**config.mk**
```make
export PLATFORM = sky130hd
export DESIGN_NAME = indwd_top
export DESIGN_NICKNAME = d
export VERILOG_FILES = /design/src/hdl/indwd_pkg.sv /design/src/hdl/indwd_ctl_if.sv /design/src/hdl/indwd_prescaler.sv /design/src/hdl/indwd_counter.sv /design/src/hdl/indwd_top.sv
export VERILOG_INCLUDE_DIRS = /design/src /design/src/hdl
export SDC_FILE = /design/constraint.sdc
export NUM_CORES = 1
export LEC_CHECK = 0
export ABC_CLOCK_PERIOD_IN_PS = 8600
export BUFFER_PORTS_ARGS = -buffer_cell sky130_fd_sc_hd__buf_4
export CORE_MARGIN = 4
export CORE_UTILIZATION = 59
export DETAILED_ROUTE_END_ITERATION = 8
export GPL_ROUTABILITY_DRIVEN = 0
export HOLD_SLACK_MARGIN = 0.05
export PLACE_DENSITY = 0.94
export REMOVE_ABC_BUFFERS = 1
export SKIP_CTS_REPAIR_TIMING = 1
export SLEW_MARGIN = 20
export SYNTH_ARGS = -nofsm -noshare
export SYNTH_HDL_FRONTEND = slang
export SYNTH_SLANG_ARGS = --single-unit
```
**constraint.sdc**
```tcl
create_clock -name CORE_CLK_IN -period 8.6 [get_ports CORE_CLK_IN]
set_clock_uncertainty 0.05 [all_clocks]
set_input_delay 0.43 -clock CORE_CLK_IN [delete_from_list [all_inputs] [get_ports CORE_CLK_IN]]
set_output_delay 0.43 -clock CORE_CLK_IN [all_outputs]
set_load 0.01 [all_outputs]
```
**src/hdl/indwd_defs.svh**
```systemverilog
// Constants for the independent watchdog: offsets, command words, resets, fields.
// Assumes inclusion by bare name from every design file that needs them.
`ifndef INDWD_DEFS_SVH
`define INDWD_DEFS_SVH
// ****************************************
// Register offsets (byte addresses)
// ****************************************
`define INDWD_OFF_CMD 4'h0
`define INDWD_OFF_DIV 4'h4
`define INDWD_OFF_RST 4'h8
`define INDWD_OFF_STS 4'hC
// ****************************************
// Command words and field values
// ****************************************
`define INDWD_CMD_START 16'hCCCC
`define INDWD_CMD_RELOAD 16'hAAAA
`define INDWD_CMD_UNLOCK 16'h5555
`define INDWD_CNT_FULL 12'hFFF
`define INDWD_RESTART_RST 12'hFFF
`define INDWD_DIV_RST 3'h0
`define INDWD_DIV_MAX_CODE 3'h5
`define INDWD_DIV_BASE 9'h004
`define INDWD_DIV_TOP 9'h100
`define INDWD_STS_DIV_BIT 0
`define INDWD_STS_RST_BIT 1
`define INDWD_RESP_OKAY 2'h0
`define INDWD_RESP_SLVERR 2'h2
// Documented timeout span, in milliseconds, set by the low-speed tick rate
`define INDWD_TIMEOUT_MIN_MS 0.1
`define INDWD_TIMEOUT_MAX_MS 26214.4
`endif

```
**src/hdl/indwd_pkg.sv**
```systemverilog
// Types shared by the independent watchdog modules.
// Assumes indwd_defs.svh is on the include path.
`include "indwd_defs.svh"
package indwd_pkg;
    // ****************************************
    // Types
    // ****************************************
    typedef logic [11:0] indwd_count_t;
    typedef logic [2:0] indwd_div_t;
    typedef enum logic [1:0] {
        INDWD_ST_IDLE = 2'b00,
        INDWD_ST_RUN = 2'b01,
        INDWD_ST_FIRED = 2'b10
    } indwd_state_t;

    // Division ratio of the low-speed tick for a selector code
    function automatic logic [8:0] indwd_div_limit(input indwd_div_t sel);
        logic [8:0] lim;
        lim = `INDWD_DIV_TOP;
        if (sel <= `INDWD_DIV_MAX_CODE) begin
            lim = `INDWD_DIV_BASE << sel;
        end
        return lim;
    endfunction
endpackage

```
**src/hdl/indwd_ctl_if.sv**
```systemverilog
// Control bundle between the watchdog register side, prescaler and counter.
// Assumes one clock and a synchronous active-high reset for all three.
`timescale 1ns/10ps
interface indwd_ctl_if (
    input wire logic clk,
    input wire logic rst
);
    import indwd_pkg::*;
    logic clk_en;
    logic lsi_tick;
    logic freeze;
    logic permit;
    logic start_req;
    logic reload_req;
    indwd_div_t div_sel;
    indwd_count_t restart_val;
    logic presc_clear;
    logic div_tick;
    indwd_count_t count;
    indwd_state_t state;
    logic sys_reset;
    modport top (input clk, rst, presc_clear, div_tick, count, state, sys_reset,
        output clk_en, lsi_tick, freeze, permit, start_req, reload_req, div_sel,
        restart_val);
    modport presc (input clk, rst, clk_en, lsi_tick, freeze, div_sel, presc_clear,
        output div_tick);
    modport cnt (input clk, rst, clk_en, permit, start_req, reload_req,
        restart_val, div_tick, output presc_clear, count, state, sys_reset);
endinterface

```
**src/hdl/indwd_prescaler.sv**
```systemverilog
// Divider of the low-speed tick into counter decrement ticks.
// Assumes ticks arrive as one-cycle pulses synchronous to the core clock.
`timescale 1ns/10ps
`include "indwd_defs.svh"
module indwd_prescaler
    import indwd_pkg::*;
(
    indwd_ctl_if.presc ctl
);
    logic [8:0] presc_cnt_reg;
    logic [8:0] limit;
    logic run;

    // Halted debug with freeze stops the prescaler, and so the counter
    assign run = ctl.lsi_tick && !ctl.freeze;
    assign limit = indwd_div_limit(ctl.div_sel);
    // Greater-or-equal guards against a ratio shrinking under a high count
    assign ctl.div_tick = run && (presc_cnt_reg >= (limit - 9'h001));

    // Prescaler count, restarted on every counter load
    always_ff @(posedge ctl.clk) begin
        if (ctl.rst) begin
            presc_cnt_reg <= 9'h000;
        end else if (ctl.clk_en) begin
            if (ctl.presc_clear) begin
                presc_cnt_reg <= 9'h000;
            end else if (ctl.div_tick) begin
                presc_cnt_reg <= 9'h000;
            end else if (run) begin
                presc_cnt_reg <= presc_cnt_reg + 9'h001;
            end
        end
    end

    a_freeze_no_tick: assert property (@(posedge ctl.clk) disable iff (ctl.rst)
        ctl.freeze |-> !ctl.div_tick)
        else $error("prescaler ticked while frozen");
    // A tick must restart the phase, so the next tick is a full ratio away
    a_tick_spacing: assert property (@(posedge ctl.clk) disable iff (ctl.rst)
        (ctl.clk_en && ctl.div_tick && ctl.div_sel == 3'h0) |=>
        (!ctl.div_tick && presc_cnt_reg == 9'h000))
        else $error("divide by four ticked too early");
endmodule

```
**src/hdl/indwd_counter.sv**
```systemverilog
// Twelve-bit watchdog down-counter with start, reload and reset firing.
// Assumes load requests are one-cycle pulses or held levels from the register side.
`timescale 1ns/10ps
`include "indwd_defs.svh"
module indwd_counter
    import indwd_pkg::*;
(
    indwd_ctl_if.cnt ctl
);
    indwd_state_t state_reg;
    indwd_count_t count_reg;
    logic sys_reset_reg;

    // Any load of the counter restarts the prescaler phase
    assign ctl.presc_clear = (state_reg == INDWD_ST_IDLE && ctl.start_req) ||
        (state_reg == INDWD_ST_RUN && ctl.reload_req);
    assign ctl.count = count_reg;
    assign ctl.state = state_reg;
    assign ctl.sys_reset = sys_reset_reg;

    // Countdown state; the fired reset holds until the system reset arrives
    always_ff @(posedge ctl.clk) begin
        if (ctl.rst) begin
            state_reg <= INDWD_ST_IDLE;
            count_reg <= `INDWD_CNT_FULL;
            sys_reset_reg <= 1'b0;
        end else if (ctl.clk_en) begin
            case (state_reg)
                INDWD_ST_IDLE: begin
                    if (ctl.start_req) begin
                        count_reg <= `INDWD_CNT_FULL;
                        state_reg <= INDWD_ST_RUN;
                    end
                end
                INDWD_ST_RUN: begin
                    if (ctl.reload_req) begin
                        count_reg <= ctl.restart_val;
                    end else if (count_reg == 12'h000 && ctl.permit) begin
                        state_reg <= INDWD_ST_FIRED;
                        sys_reset_reg <= 1'b1;
                    end else if (ctl.div_tick) begin
                        // Without permission the count simply wraps on
                        count_reg <= count_reg - 12'h001;
                    end
                end
                INDWD_ST_FIRED: begin
                    sys_reset_reg <= 1'b1;
                end
                default: begin
                    state_reg <= INDWD_ST_IDLE;
                end
            endcase
        end
    end

    a_start_full: assert property (@(posedge ctl.clk) disable iff (ctl.rst)
        (ctl.clk_en && state_reg == INDWD_ST_IDLE && ctl.start_req) |=>
        (count_reg == `INDWD_CNT_FULL && state_reg == INDWD_ST_RUN))
        else $error("start did not load full scale");
    a_reload_value: assert property (@(posedge ctl.clk) disable iff (ctl.rst)
        (ctl.clk_en && state_reg == INDWD_ST_RUN && ctl.reload_req) |=>
        count_reg == $past(ctl.restart_val))
        else $error("reload did not load restart value");
    a_zero_fires: assert property (@(posedge ctl.clk) disable iff (ctl.rst)
        (ctl.clk_en && state_reg == INDWD_ST_RUN && count_reg == 12'h000 &&
        ctl.permit && !ctl.reload_req) |=> sys_reset_reg ##1 sys_reset_reg)
        else $error("zero count did not fire reset");
    a_no_permit: assert property (@(posedge ctl.clk) disable iff (ctl.rst)
        (state_reg == INDWD_ST_RUN && !ctl.permit) |=> !sys_reset_reg)
        else $error("reset fired without permission");
endmodule

```
**src/hdl/indwd_top.sv**
```systemverilog
// Independent watchdog top: AXI4-Lite register slave, write protection, update
// crossing toward the low-speed tick, and the prescaler and counter instances.
// Assumes low-speed ticks and option pins are synchronous to CORE_CLK_IN.
//
// The AXI4-Lite slave port was decided locally.
`timescale 1ns/10ps
`include "indwd_defs.svh"
module indwd_top
    import indwd_pkg::*;
#(
    parameter int ADDR_W = 4
) (
    // Clock, reset and clock enable
    input wire logic CORE_CLK_IN,
    input wire logic RESET_IN,
    input wire logic CLK_EN_IN,
    // Low-speed oscillator tick and system controls
    input wire logic LSI_TICK_IN,
    input wire logic HW_START_OPTION_IN,
    input wire logic RESET_PERMIT_IN,
    input wire logic DEBUG_HALT_IN,
    input wire logic DEBUG_HALT_FREEZE_IN,
    // Watchdog reset
    output logic SYS_RESET_OUT,
    // AXI4-Lite write channels
    input wire logic [ADDR_W-1:0] S_AXI_AWADDR_IN,
    input wire logic S_AXI_AWVALID_IN,
    output logic S_AXI_AWREADY_OUT,
    input wire logic [31:0] S_AXI_WDATA_IN,
    input wire logic [3:0] S_AXI_WSTRB_IN,
    input wire logic S_AXI_WVALID_IN,
    output logic S_AXI_WREADY_OUT,
    output logic [1:0] S_AXI_BRESP_OUT,
    output logic S_AXI_BVALID_OUT,
    input wire logic S_AXI_BREADY_IN,
    // AXI4-Lite read channels
    input wire logic [ADDR_W-1:0] S_AXI_ARADDR_IN,
    input wire logic S_AXI_ARVALID_IN,
    output logic S_AXI_ARREADY_OUT,
    output logic [31:0] S_AXI_RDATA_OUT,
    output logic [1:0] S_AXI_RRESP_OUT,
    output logic S_AXI_RVALID_OUT,
    input wire logic S_AXI_RREADY_IN
);
    // ****************************************
    // Address decode
    // ****************************************
    // Returns the low nibble when the upper address bits are zero, else an
    // odd code that no register matches
    function automatic logic [3:0] reg_sel(input logic [ADDR_W-1:0] addr);
        logic [3:0] sel;
        sel = 4'h1;
        if ((addr >> 4) == '0) begin
            sel = addr[3:0];
        end
        return sel;
    endfunction

    function automatic logic is_mapped(input logic [3:0] sel);
        return sel == `INDWD_OFF_CMD || sel == `INDWD_OFF_DIV ||
            sel == `INDWD_OFF_RST || sel == `INDWD_OFF_STS;
    endfunction

    indwd_ctl_if ctl (.clk(CORE_CLK_IN), .rst(RESET_IN));

    logic aw_held_reg;
    logic [3:0] aw_sel_reg;
    logic w_held_reg;
    logic [31:0] w_data_reg;
    logic [3:0] w_strb_reg;
    logic bvalid_reg;
    logic [1:0] bresp_reg;
    logic rvalid_reg;
    logic [31:0] rdata_reg;
    logic [1:0] rresp_reg;
    logic unlock_reg;
    indwd_div_t div_reg;
    indwd_div_t div_active_reg;
    logic div_pend_reg;
    indwd_count_t restart_reg;
    indwd_count_t restart_active_reg;
    logic restart_pend_reg;
    logic wr_fire;
    logic cmd_wr;
    logic [15:0] cmd_word;
    logic start_cmd;
    logic reload_cmd;
    logic div_wr;
    logic restart_wr;
    logic [3:0] ar_sel;
    logic [31:0] rd_word;

    // ****************************************
    // AXI4-Lite write path
    // ****************************************
    // One write at a time: address and data are held until the response is raised, and no new one is taken until it leaves
    assign S_AXI_AWREADY_OUT = !aw_held_reg && !bvalid_reg;
    assign S_AXI_WREADY_OUT = !w_held_reg && !bvalid_reg;
    assign S_AXI_BVALID_OUT = bvalid_reg;
    assign S_AXI_BRESP_OUT = bresp_reg;
    assign wr_fire = aw_held_reg && w_held_reg && !bvalid_reg;

    // Write address and data capture, in either order
    always_ff @(posedge CORE_CLK_IN) begin
        if (RESET_IN) begin
            aw_held_reg <= 1'b0;
            aw_sel_reg <= 4'h0;
            w_held_reg <= 1'b0;
            w_data_reg <= 32'h0000_0000;
            w_strb_reg <= 4'h0;
        end else if (CLK_EN_IN) begin
            if (S_AXI_AWVALID_IN && S_AXI_AWREADY_OUT) begin
                aw_held_reg <= 1'b1;
                aw_sel_reg <= reg_sel(S_AXI_AWADDR_IN);
            end else if (wr_fire) begin
                aw_held_reg <= 1'b0;
            end
            if (S_AXI_WVALID_IN && S_AXI_WREADY_OUT) begin
                w_held_reg <= 1'b1;
                w_data_reg <= S_AXI_WDATA_IN;
                w_strb_reg <= S_AXI_WSTRB_IN;
            end else if (wr_fire) begin
                w_held_reg <= 1'b0;
            end
        end
    end

    // Write response; unmapped offsets answer with a slave error
    always_ff @(posedge CORE_CLK_IN) begin
        if (RESET_IN) begin
            bvalid_reg <= 1'b0;
            bresp_reg <= `INDWD_RESP_OKAY;
        end else if (CLK_EN_IN) begin
            if (wr_fire) begin
                bvalid_reg <= 1'b1;
                bresp_reg <= is_mapped(aw_sel_reg) ? `INDWD_RESP_OKAY : `INDWD_RESP_SLVERR;
            end else if (S_AXI_BREADY_IN) begin
                bvalid_reg <= 1'b0;
            end
        end
    end

    // ****************************************
    // Command decode and write protection
    // ****************************************
    // A command counts only when both low byte lanes carry it
    assign cmd_wr = wr_fire && aw_sel_reg == `INDWD_OFF_CMD && w_strb_reg[1:0] == 2'h3;
    assign cmd_word = w_data_reg[15:0];
    assign start_cmd = cmd_wr && cmd_word == `INDWD_CMD_START;
    assign reload_cmd = cmd_wr && cmd_word == `INDWD_CMD_RELOAD;
    // Field writes need the unlock and an idle crossing for that field
    assign div_wr = wr_fire && aw_sel_reg == `INDWD_OFF_DIV && w_strb_reg[0] &&
        unlock_reg && !div_pend_reg;
    assign restart_wr = wr_fire && aw_sel_reg == `INDWD_OFF_RST &&
        w_strb_reg[1:0] == 2'h3 && unlock_reg && !restart_pend_reg;

    // Any command other than unlock, reload included, locks the fields again
    always_ff @(posedge CORE_CLK_IN) begin
        if (RESET_IN) begin
            unlock_reg <= 1'b0;
        end else if (CLK_EN_IN && cmd_wr) begin
            unlock_reg <= (cmd_word == `INDWD_CMD_UNLOCK);
        end
    end

    // ****************************************
    // Field registers and update crossing
    // ****************************************
    // A write raises pending; the next low-speed tick takes the value over
    // and drops it. Set wins, though the guard on the write keeps them apart.
    always_ff @(posedge CORE_CLK_IN) begin
        if (RESET_IN) begin
            div_reg <= `INDWD_DIV_RST;
            div_active_reg <= `INDWD_DIV_RST;
            div_pend_reg <= 1'b0;
        end else if (CLK_EN_IN) begin
            if (div_wr) begin
                div_reg <= w_data_reg[2:0];
                div_pend_reg <= 1'b1;
            end else if (LSI_TICK_IN && div_pend_reg) begin
                div_active_reg <= div_reg;
                div_pend_reg <= 1'b0;
            end
        end
    end

    // Restart value follows the same crossing
    always_ff @(posedge CORE_CLK_IN) begin
        if (RESET_IN) begin
            restart_reg <= `INDWD_RESTART_RST;
            restart_active_reg <= `INDWD_RESTART_RST;
            restart_pend_reg <= 1'b0;
        end else if (CLK_EN_IN) begin
            if (restart_wr) begin
                restart_reg <= w_data_reg[11:0];
                restart_pend_reg <= 1'b1;
            end else if (LSI_TICK_IN && restart_pend_reg) begin
                restart_active_reg <= restart_reg;
                restart_pend_reg <= 1'b0;
            end
        end
    end

    // ****************************************
    // AXI4-Lite read path
    // ****************************************
    assign ar_sel = reg_sel(S_AXI_ARADDR_IN);
    assign S_AXI_ARREADY_OUT = !rvalid_reg;
    assign S_AXI_RVALID_OUT = rvalid_reg;
    assign S_AXI_RDATA_OUT = rdata_reg;
    assign S_AXI_RRESP_OUT = rresp_reg;

    // Read mux; the command register is write-only and reads as zero.
    // Field readback is the bus-side copy, which may lead the tick side.
    always_comb begin
        rd_word = 32'h0000_0000;
        case (ar_sel)
            `INDWD_OFF_DIV: rd_word[2:0] = div_reg;
            `INDWD_OFF_RST: rd_word[11:0] = restart_reg;
            `INDWD_OFF_STS: begin
                rd_word[`INDWD_STS_DIV_BIT] = div_pend_reg;
                rd_word[`INDWD_STS_RST_BIT] = restart_pend_reg;
            end
            default: rd_word = 32'h0000_0000;
        endcase
    end

    // Read response register
    always_ff @(posedge CORE_CLK_IN) begin
        if (RESET_IN) begin
            rvalid_reg <= 1'b0;
            rdata_reg <= 32'h0000_0000;
            rresp_reg <= `INDWD_RESP_OKAY;
        end else if (CLK_EN_IN) begin
            if (S_AXI_ARVALID_IN && S_AXI_ARREADY_OUT) begin
                rvalid_reg <= 1'b1;
                rdata_reg <= rd_word;
                rresp_reg <= is_mapped(ar_sel) ? `INDWD_RESP_OKAY : `INDWD_RESP_SLVERR;
            end else if (S_AXI_RREADY_IN) begin
                rvalid_reg <= 1'b0;
            end
        end
    end

    // ****************************************
    // Counting core
    // ****************************************
    // Hardware option low keeps a start request standing from reset on
    assign ctl.clk_en = CLK_EN_IN;
    assign ctl.lsi_tick = LSI_TICK_IN;
    assign ctl.freeze = DEBUG_HALT_IN && DEBUG_HALT_FREEZE_IN;
    assign ctl.permit = RESET_PERMIT_IN;
    assign ctl.start_req = start_cmd || !HW_START_OPTION_IN;
    assign ctl.reload_req = reload_cmd;
    assign ctl.div_sel = div_active_reg;
    assign ctl.restart_val = restart_active_reg;
    assign SYS_RESET_OUT = ctl.sys_reset;

    indwd_prescaler u_prescaler (
        .ctl(ctl.presc)
    );

    indwd_counter u_counter (
        .ctl(ctl.cnt)
    );

    // ****************************************
    // Checks
    // ****************************************
    a_unlock_opens: assert property (@(posedge CORE_CLK_IN) disable iff (RESET_IN)
        (CLK_EN_IN && cmd_wr && cmd_word == `INDWD_CMD_UNLOCK) |=> unlock_reg)
        else $error("unlock command did not open protection");
    a_reload_locks: assert property (@(posedge CORE_CLK_IN) disable iff (RESET_IN)
        (CLK_EN_IN && reload_cmd) |=> !unlock_reg)
        else $error("reload left protection open");
    a_div_locked: assert property (@(posedge CORE_CLK_IN) disable iff (RESET_IN)
        (wr_fire && aw_sel_reg == `INDWD_OFF_DIV && (!unlock_reg || div_pend_reg)) |=>
        $stable(div_reg))
        else $error("protected divider changed");
    a_rst_locked: assert property (@(posedge CORE_CLK_IN) disable iff (RESET_IN)
        (wr_fire && aw_sel_reg == `INDWD_OFF_RST && !unlock_reg) |=> $stable(restart_reg))
        else $error("protected restart value changed");
    a_pend_raise: assert property (@(posedge CORE_CLK_IN) disable iff (RESET_IN)
        (CLK_EN_IN && restart_wr) |=> restart_pend_reg && restart_active_reg != 12'h000 ||
        restart_pend_reg)
        else $error("restart update did not raise pending");
    a_pend_drop: assert property (@(posedge CORE_CLK_IN) disable iff (RESET_IN)
        (CLK_EN_IN && div_pend_reg && LSI_TICK_IN) |=>
        (!div_pend_reg && div_active_reg == div_reg))
        else $error("divider update did not complete on tick");
    a_junk_cmd: assert property (@(posedge CORE_CLK_IN) disable iff (RESET_IN)
        (CLK_EN_IN && cmd_wr && cmd_word != `INDWD_CMD_UNLOCK) |=> !unlock_reg)
        else $error("stray command unlocked registers");
endmodule

```
-- Yosys cells after proc, flatten, opt, wreduce, memory -nomap -nowiden
Index checks and enable logic that the tools add are counted.
- word-level logic and storage cells: 154
- bits in registers: 99
- output and inout bits: 42
- input port bits: 57
- $lt $le $gt $ge: 2
- bitwise operators: 3
- reduce and logical (&&, ||, !) cells: 75
- equal/unequal tests: 17
- $add $sub $neg: 3
- muxes and demuxes: 32
- shift-type cells: 1
- operators with widths (operator ; count):
    2-to-1 mux 12 bit ; 4
    2-to-1 mux 9 bit ; 5
    equality test 16 bit (second input constant) ; 2
    logical AND 1 bit ; 28
    AND reduction 2 bit ; 13
    case mux 12 bit (2 select lines) ; 1
    equality test 16 x 15 -> 1 bit (second input constant) ; 1
    equality test 4 bit (second input constant) ; 4
    nonzero test 2 bit ; 8
    2-to-1 mux 1 bit ; 13
    logical NOT 12 bit ; 1
    case mux 2 bit (3 select lines) ; 2
    subtractor 12 x 1 -> 12 bit (second input constant) ; 1
    2-to-1 mux 2 bit ; 5
    AND reduction 5 bit ; 2
    adder 9 x 1 -> 9 bit (second input constant) ; 1
    >= comparator 9 bit ; 1
    left shift 3 x 3 -> 9 bit (first input constant) ; 1
    subtractor 9 x 1 -> 9 bit (second input constant) ; 1
    equality test 4 x 3 -> 1 bit (second input constant) ; 2
    logical NOT 1 bit ; 8
    logical NOT 4 bit ; 2
    logical OR 1 bit ; 8
    inequality test 3 x 2 -> 1 bit (second input constant) ; 2
    other kinds (11) ; 17

-- Depth between registers and ports, before layout
Gate-level depths: netlist of run 1.
- word-level depth: 10
- depth in mapped cells: 14
- gate-level depth less buffers: 13

-- By module
Synthesis of run 1 repeated with hierarchy kept, for this count alone.
- cell total of the unflattened synthesis: 621
- area total of the unflattened synthesis: 5191.2 µm²
- by module, submodules not included (module ; seq. area each (µm²) ; cells each ; times used ; area an instance (µm²)):
    indwd_top ; 1461.4 ; 377 ; 1 ; 3178.0
    indwd_counter ; 300.3 ; 137 ; 1 ; 1146.1
    indwd_prescaler ; 180.2 ; 107 ; 1 ; 867.1

-- Least setup slack after synthesis of run 1
Ideal clock, no wire load.
- path kind: reg-to-reg
- start point: register div_active_reg[0] (netlist: ctl.div_sel[0])
- end point: register u_counter.count_reg[10] (netlist: u_counter.ctl.count[10])
- setup time: 125 ps
- slack: 5640 ps
- data arrival time: 2786 ps
- stages on the path, launching flop included: 13
- data required time: 8425 ps
- path buffers: 1
- period minus slack after synthesis: 2960 ps
- cells stage by stage: dfxtp_1 -> or3_1 -> ha_1 -> nor3_1 -> a21o_1 -> a21oi_1 -> ha_1 -> nand2_1 -> a2111oi_1 -> o21ai_2 -> a31o_4 -> buf_6 -> mux2i_1
- word-level cells in the longest chain between the ends: 7
- elaborated cells on any way between the ends: 8
- classes of those cells: 1 x add/sub; 2 x order compare; 1 x eq/ne; 1 x shift; 1 x mux; 2 x reduce/logical
- ends and longest elaborated chain (item ; line ; source):
    start: declaration ; indwd_top.sv:78 ; indwd_div_t div_active_reg;
    start signal: assignment ; indwd_top.sv:174 ; div_active_reg <= `INDWD_DIV_RST;
    start signal: assignment ; indwd_top.sv:181 ; div_active_reg <= div_reg;
    less-or-equal comparator 3 bit (no source line) / left shift 3 x 3 -> 9 bit (equally long branches) ; -- ;
    2-to-1 mux 9 bit * ; indwd_pkg.sv:20 ; if (sel <= `INDWD_DIV_MAX_CODE) begin
    subtractor 9 x 1 -> 9 bit * ; indwd_prescaler.sv:18 ; assign ctl.div_tick = run && (presc_cnt_reg >= (limit - 9'h001));
    >= comparator 9 bit * ; indwd_prescaler.sv:18 ;
    logical AND 1 bit * ; indwd_prescaler.sv:18 ;
    inequality test 3 x 2 -> 1 bit (no source line) * ; -- ;
    AND reduction 5 bit (no source line) * ; -- ;
    end signal: assignment ; indwd_counter.sv:25 ; count_reg <= `INDWD_CNT_FULL;
    end signal: assignment ; indwd_counter.sv:31 ; count_reg <= `INDWD_CNT_FULL;
    end signal: assignment ; indwd_counter.sv:37 ; count_reg <= ctl.restart_val;
    end: declaration ; indwd_counter.sv:11 ; indwd_count_t count_reg;
Every way passes the cells marked *; elsewhere a longest branch is shown, timed or not.
A chain may end at the register's enable or synchronous reset.

-- Final worst setup path of run 1
- start point: register div_active_reg[0] (netlist: ctl.div_sel[0])
- end point: register u_counter.count_reg[5] (netlist: u_counter.ctl.count[5])
Same word-level chain as after synthesis.

==> results of run 1 <==
## area by class of cell
type | count | area (um2) | area share, %
well taps | 102 | 128 | 2.38
repair buffers | 59 | 443 | 8.26
clock buffers | 9 | 124 | 2.31
flip-flops and latches | 97 | 1940 | 36.2
clock inverters | 7 | 109 | 2.03
multi-input cells | 436 | 2540 | 47.4
inverters | 21 | 78.8 | 1.47
## metrics by stage
stage / util [%] / setup WS, ps / std cells
2_1_floorplan: - / 5580 / 554
3_3_place_gp: 65.9 / 5180 / 715
3_5_place_dp: 66.0 / 5400 / 715
4_1_cts: 69.0 / 5250 / 731
5_1_grt: 69.1 / 5070 / 731
6_report: 69.1 / 5150 / 731
## power groups by stage
stage               registers (mW)  logic [mW]  clock network, mW
detailed placement           0.476      0.0719                  0
global route                 0.467      0.0799              0.362
CTS                          0.465      0.0727              0.345
global placement             0.475      0.0691                  0
floorplan                    0.474      0.0368                  0
finish                       0.466      0.0734              0.343
## layout by cell type (no fill, tap or decap), types with 2 or more instances in the layout
cell       count
nand3_1       16
nor3b_1        2
a21oi_1       41
mux2i_1       21
a32oi_1        2
nand2_1      101
mux2_2         3
ha_1          10
o21ai_0        8
o211ai_1       2
nand3b_1      14
buf_4         59
a22oi_1       12
clkbuf_8       9
inv_6          2
nand4b_1       2
a211oi_1       8
nor4bb_1       7
xnor2_1        5
a211o_1       12
conb_1        22
nor2_1        78
dfxtp_1       97
nor2b_1        4
nand4_1        4
a31oi_1        6
a22o_1         2
nor4b_2        3
inv_1         20
inv_8          2
xor2_1         4
bufinv_16      2
or3_1          5
or4_1          2
a21o_1         3
nor3_1        12
nor4_1         3
## per-layer routing
layer | vias up | GRT usage (%) | share of wire (%)
li1 | 2068 | - | -
met1 | 1993 | 28.3 | 39
met2 | 219 | 41.1 | 51
met3 | 40 | 2.93 | 7.4
met4 | 0 | 12.2 | 3.1
met5 | - | 0 | 0
## critical path, delay by kind of cell, from the launching register on
kind	cells	cell delay, ps
AO/OA/AOI/OAI	5	1520
multiplexers	1	210
adder cells (fa/ha/maj)	2	580
flip-flops	1	370
AND/OR/NAND/NOR	3	610
## kinds of logic after synthesis
kind of cell	after synthesis	share of synthesized area, %
AOI/OAI and AO/OA	108	15.1
xor gates and xnor gates	9	1.66
adders and majority gates	10	2.63
buffers and inverters	71	7.70
DFF	97	40.8
muxes	25	5.36
other	1	0.0788
and+or+nand+nor	262	26.7
## worst max-delay path by stage
stage	endpoint	slack (ps)	cells after the start
3_3_place_gp	u_prescaler.presc_cnt_reg[5]$_SDFFE_PP0P_	5180	11
2_1_floorplan	u_prescaler.presc_cnt_reg[2]$_SDFFE_PP0P_	5580	12
4_1_cts	u_counter.ctl.count[5]$_SDFFE_PP1P_	5250	11
5_1_grt	u_counter.ctl.count[5]$_SDFFE_PP1P_	5070	11
3_5_place_dp	u_counter.ctl.count[9]$_SDFFE_PP1P_	5400	11
6_report	u_counter.ctl.count[5]$_SDFFE_PP1P_	5150	11
==> results.tsv, run 1 <==
metric	value	unit
drtAntennaViolNets	0	
synth_common_cells	101 x nand2_1, 97 x dfxtp_1, 78 x nor2_1	
cts_buffers	9	
clk_pin_slew_worst_paths	110	ps
synthDistinctLibCells	59	
ir_worst_vdd	111	uV
portBuffers	58	
vias	4320	
synth_edf_count	0	
powerDensity	164	nW/um2
p_int	658	uW
syn_area_per_cell	8.16	um2
crit_path_start	ctl.div_sel[0]$_SDFFE_PP0P_	
dpl.hpwl	7980	um
die_y	97.8	um
slew_viol_final	0	
ys_seq_area_share	40.8	%
areaGrowthSynthToFinish	12.7	%
combinationalPowerShare	8.3	%
die_x	97.8	um
maxCapViolCount	0	
post_dp_cell_area	5130	um2
worst_setup_path_start_kind	flop	
grt_usage	23.5	%
worstSkewPairLatency	370	ps
outcome	finished, final reports clean	
cts.sinks	97	
root_buffer	clkbuf_8	
reg2reg_slack	5150	ps
htree_num_levels	3	
holdWs	246	ps
critPathKind	flop to flop	
async_flop_share	0	%
whs_path_depth	3	
rsz0062_at_grt	no	
cpMostUsedCell	ha_1	
largest_reg_flops	16	
maxSlewHeadroom	36.9	%
fin_total_pwr	881	uW
min_to	w_data_reg[8]$_SDFFE_PP0P_	
avgViaCountPerCell	5.91	
diodes	0	
grt_antenna_before_repair	0	
arrival	3680	ps
fmax	290	MHz
drt-total-wl	11400	um
r2r-start	ctl.div_sel[0]$_SDFFE_PP0P_	
clkPwrFrac	38.9	%
syn_area	4760	um2
overflow	0	
final_area	5370	um2
synthesis.instances	583	
coreArea	7770	um2
synth_top_area_share	40.8	%
power_switching	224	uW
num_rows	32	
setup_viol	0	
yosysTopAreaCell	dfxtp_1	
ys_ff_latch	97	
die-area	9570	um2
drt_iter0_drc	403	
clk_path_buf_depth	2	
finalCritPeriodShare	40.1	%
reg2reg_to	u_counter.ctl.count[5]$_SDFFE_PP1P_	
path_max_fanout	12	
yosysMostFrequentCell	nand2_1	
swShare	25.4	%
cp-end-kind	flop	
crit_path_max_incr_delay	840	ps
path_cells	or3_1, ha_1, nor3_1, a21o_1, a21oi_1, ha_1, nand2_1, a2111oi_1, o21ai_2, a31o_4, mux2i_1	
start_util	61.3	%
cp.required	8840	ps
final.min_clock_period	3450	ps
slowest_stage	a2111oi_1	
tns	0	ps
worstHoldStart	S_AXI_WDATA_IN[8]	
tightest_slew	944	ps
pwr-share-seq	52.8	%
yosysWarnings	0	
drive_above_1_share	14.1	%
fill_cells	570	
drc	0	
cts_tree	yes	
io_pins	99	
r2r_cells	11	
firstDrtPassIters	7	
synth_flop_cell	dfxtp_1	
leakage	2.11	nW
min_path_type	input pin to flop	
nets	691	
grt_max_degree	100	
avgRoutedWirePerCell	15.6	um
finalHoldViolCount	0	
synthTopCellsByArea	dfxtp_1 41%, nand2_1 8.0%, nor2_1 6.2%, mux2i_1 4.4%, a21oi_1 4.3%	
grt_first_pass_wirelength	18900	um
grt_pass1_vias	4100	
(Power assumes the default switching activity.)
==> inputs of run 2 (changes only) <==
- ABC_AREA: default -> 1
- ABC_CLOCK_PERIOD_IN_PS: 8600 -> 2800
- CORE_UTILIZATION: 59 -> 50
- PLACE_DENSITY: 0.94 -> 0.86
- clock period: 8.6 -> 2.8 ns (I/O delays scaled with it)
==> results.tsv, run 2 <==
metric	value	unit	change
firstDrtPassIters	5		-2
synth_common_cells	129 x nand2_1, 97 x dfxtp_1, 74 x inv_1		
synth_top_family_by_area	simple AND/OR/NAND/NOR gates		
drt_iter0_drc	252		-37%
tns	0	ps	unchanged
syn_area	4890	um2	+2.7%
async_flop_share	0	%	unchanged
portBuffers	58		unchanged
layout_common_cells	127 x nand2_1, 95 x dfxtp_1, 73 x inv_1		
worstSkewPairLatency	370	ps	about the same
synthTopCellsByArea	dfxtp_1 40%, nand2_1 9.9%, a21oi_1 6.6%, inv_1 5.7%, nor2_1 5.0%		
grt_antenna_before_repair	0		unchanged
outcome	finished, final reports clean		
cts.sinks	97		unchanged
cp-end-kind	flop		
fmax	378	MHz	+30%
synth_top_area_share	39.7	%	-1.1 points
synthSimpleGateAreaFrac	25.5	%	-1.2 points
rsz0062_at_grt	no		
synth-xor-area-share	2.87	%	+1.2 points
cp.required	3050	ps	-5790 ps
grt_usage	18.9	%	-4.6 points
drt-total-wl	10800	um	-5.2%
syn_area_per_cell	7.17	um2	-12%
setup_ws	156	ps	-5000 ps
leakage	2.67	nW	+27%
grt_first_pass_wirelength	18100	um	-4.2%
min_path_type	input pin to flop		
areaGrowthSynthToFinish	16.7	%	
cts_buffers	9		unchanged
synthAdderAreaFrac	2.56	%	-0.069 points
ir_worst_vdd	259	uV	+130%
placed_cells	844		+18%
die_y	107	um	+9.3%
cts_tree	yes		
finalCritPeriodShare	94.4	%	+54 points
yosysTopAreaCell	dfxtp_1		
synthDistinctLibCells	36		-39%
maxSlewHeadroom	33.5	%	-3.4 points
htree_num_levels	3		unchanged
grt_pass1_vias	4286		+4.5%
synthesis.instances	682		+17%
avgViaCountPerCell	5.20		-12%
synth_flop_cell	dfxtp_1		
place_ws	165	ps	-5230 ps
finalHoldViolCount	0		unchanged
post_dp_cell_area	5290	um2	+3.1%
coreArea	9370	um2	+21%
yosysMostFrequentCell	nand2_1		
num_rows	35		+9.4%
clk_pin_slew_worst_paths	100	ps	about the same
root_buffer	clkbuf_8		
slew_viol_final	0		unchanged
whs_path_depth	3		unchanged
io_pins	99		unchanged
path_max_fanout	6		-6
ys_ff_latch	97		unchanged
arrival	2890	ps	-790 ps
yosysWarnings	0		unchanged
diodes	0		unchanged
critPathKind	flop to flop		
tightest_slew	995	ps	+51.4 ps
final_common_cell	nand2_1		
final.min_clock_period	2640	ps	-804 ps
nets	813		+18%
drtAntennaViolNets	0		unchanged
synth_mux_area_share	0	%	-5.4 points
die-area	11400	um2	+19%
grt_max_degree	71		-29%
die_x	107	um	+9.3%
largest_reg_flops	16		unchanged
overflow	0		unchanged
final_area	5710	um2	+6.3%
powerDensity	479	nW/um2	+190%
fin_total_pwr	2.73	mW	+210%
r2r_cells	15		+4
clk_path_buf_depth	2		unchanged
dpl.hpwl	7640	um	-4.3%
avgRoutedWirePerCell	12.3	um	-21%
drive_above_1_share	15.1	%	+0.92 points
drc	0		unchanged
start_util	52.1	%	-9.1 points
worst_setup_path_start_kind	flop		
ys_seq_area_share	39.7	%	-1.1 points
synth_edf_count	0		unchanged
synth_compound_area_share	16.6	%	+1.6 points
stdcell_count	879		+20%
vias	4569		+5.8%
setup_viol	0		unchanged
maxCapViolCount	0		unchanged
[run 2: worst paths after layout]
path	slack, ps	end	startpoint
max	160	u_counter.ctl.count[10]$_SDFFE_PP1P_	ctl.div_sel[0]$_SDFFE_PP0P_
min	10	w_data_reg[8]$_SDFFE_PP0P_	S_AXI_WDATA_IN[8]
max reg2reg	160	u_counter.ctl.count[10]$_SDFFE_PP1P_	ctl.div_sel[0]$_SDFFE_PP0P_
min reg2reg	410	u_counter.ctl.sys_reset$_SDFFE_PP0P_	u_counter.ctl.sys_reset$_SDFFE_PP0P_
[run 2: kinds of logic (layout without fill, tap and decap cells)]
family          count (synthesis)  count (layout)
simple gates                  282             283
compound gates                143             143
buf+inv                       133             179
flops                          97              97
xor+xnor                       16              16
fa+ha+maj                      10              10
other cells                     1              22
[run 2: cell type report]
class	instances	area (um2)
well taps	129	161
repair buffers	81	661
clock buffers	11	151
inverters	83	312
clock inverters	4	28.8
flip-flops and latches	97	1940
fillers	815	3670
multi-input cells	474	2450
[run 2: critical path, cell delays in order (launching register included)]
cell     delay, ps
dfxtp_1        460
nor2_4          50
nand2_1        100
ha_2           230
nand2_1         90
nand2_1         80
nand2_1         70
ha_1           300
nand2_1         80
o21a_1         190
nand2_2        120
nand2_2         90
o21ai_4        290
buf_6          170
nand4_1        100
nand3_1         90
[run 2: power by group]
| group | switching (mW) | internal (mW) | leakage [nW] |
|---|---|---|---|
| Clock | 0.474 | 0.367 | 0.0874 |
| Combinational | 0.235 | 0.167 | 1.79 |
| Sequential | 0.0497 | 1.44 | 0.793 |
| Total | 0.758 | 1.97 | 2.67 |
[run 2: metrics by stage]
stage                     util, %  hold WS, ps
after global placement       56.4          342
final                        60.9         9.70
after floorplan                 -          159
after global routing         60.9         55.1
after CTS                    58.3        -25.3
after detailed placement     56.4          353
[run 2: routing by layer]
| layer | GRT usage, % | share of wire [%] | vias to the layer above |
|---|---|---|---|
| met4 | 6.76 | 1.6 | 0 |
| li1 | - | - | 2327 |
| met1 | 23.4 | 43 | 2072 |
| met5 | 0 | 0 | - |
| met3 | 3.61 | 5.5 | 24 |
| met2 | 32.8 | 50 | 146 |
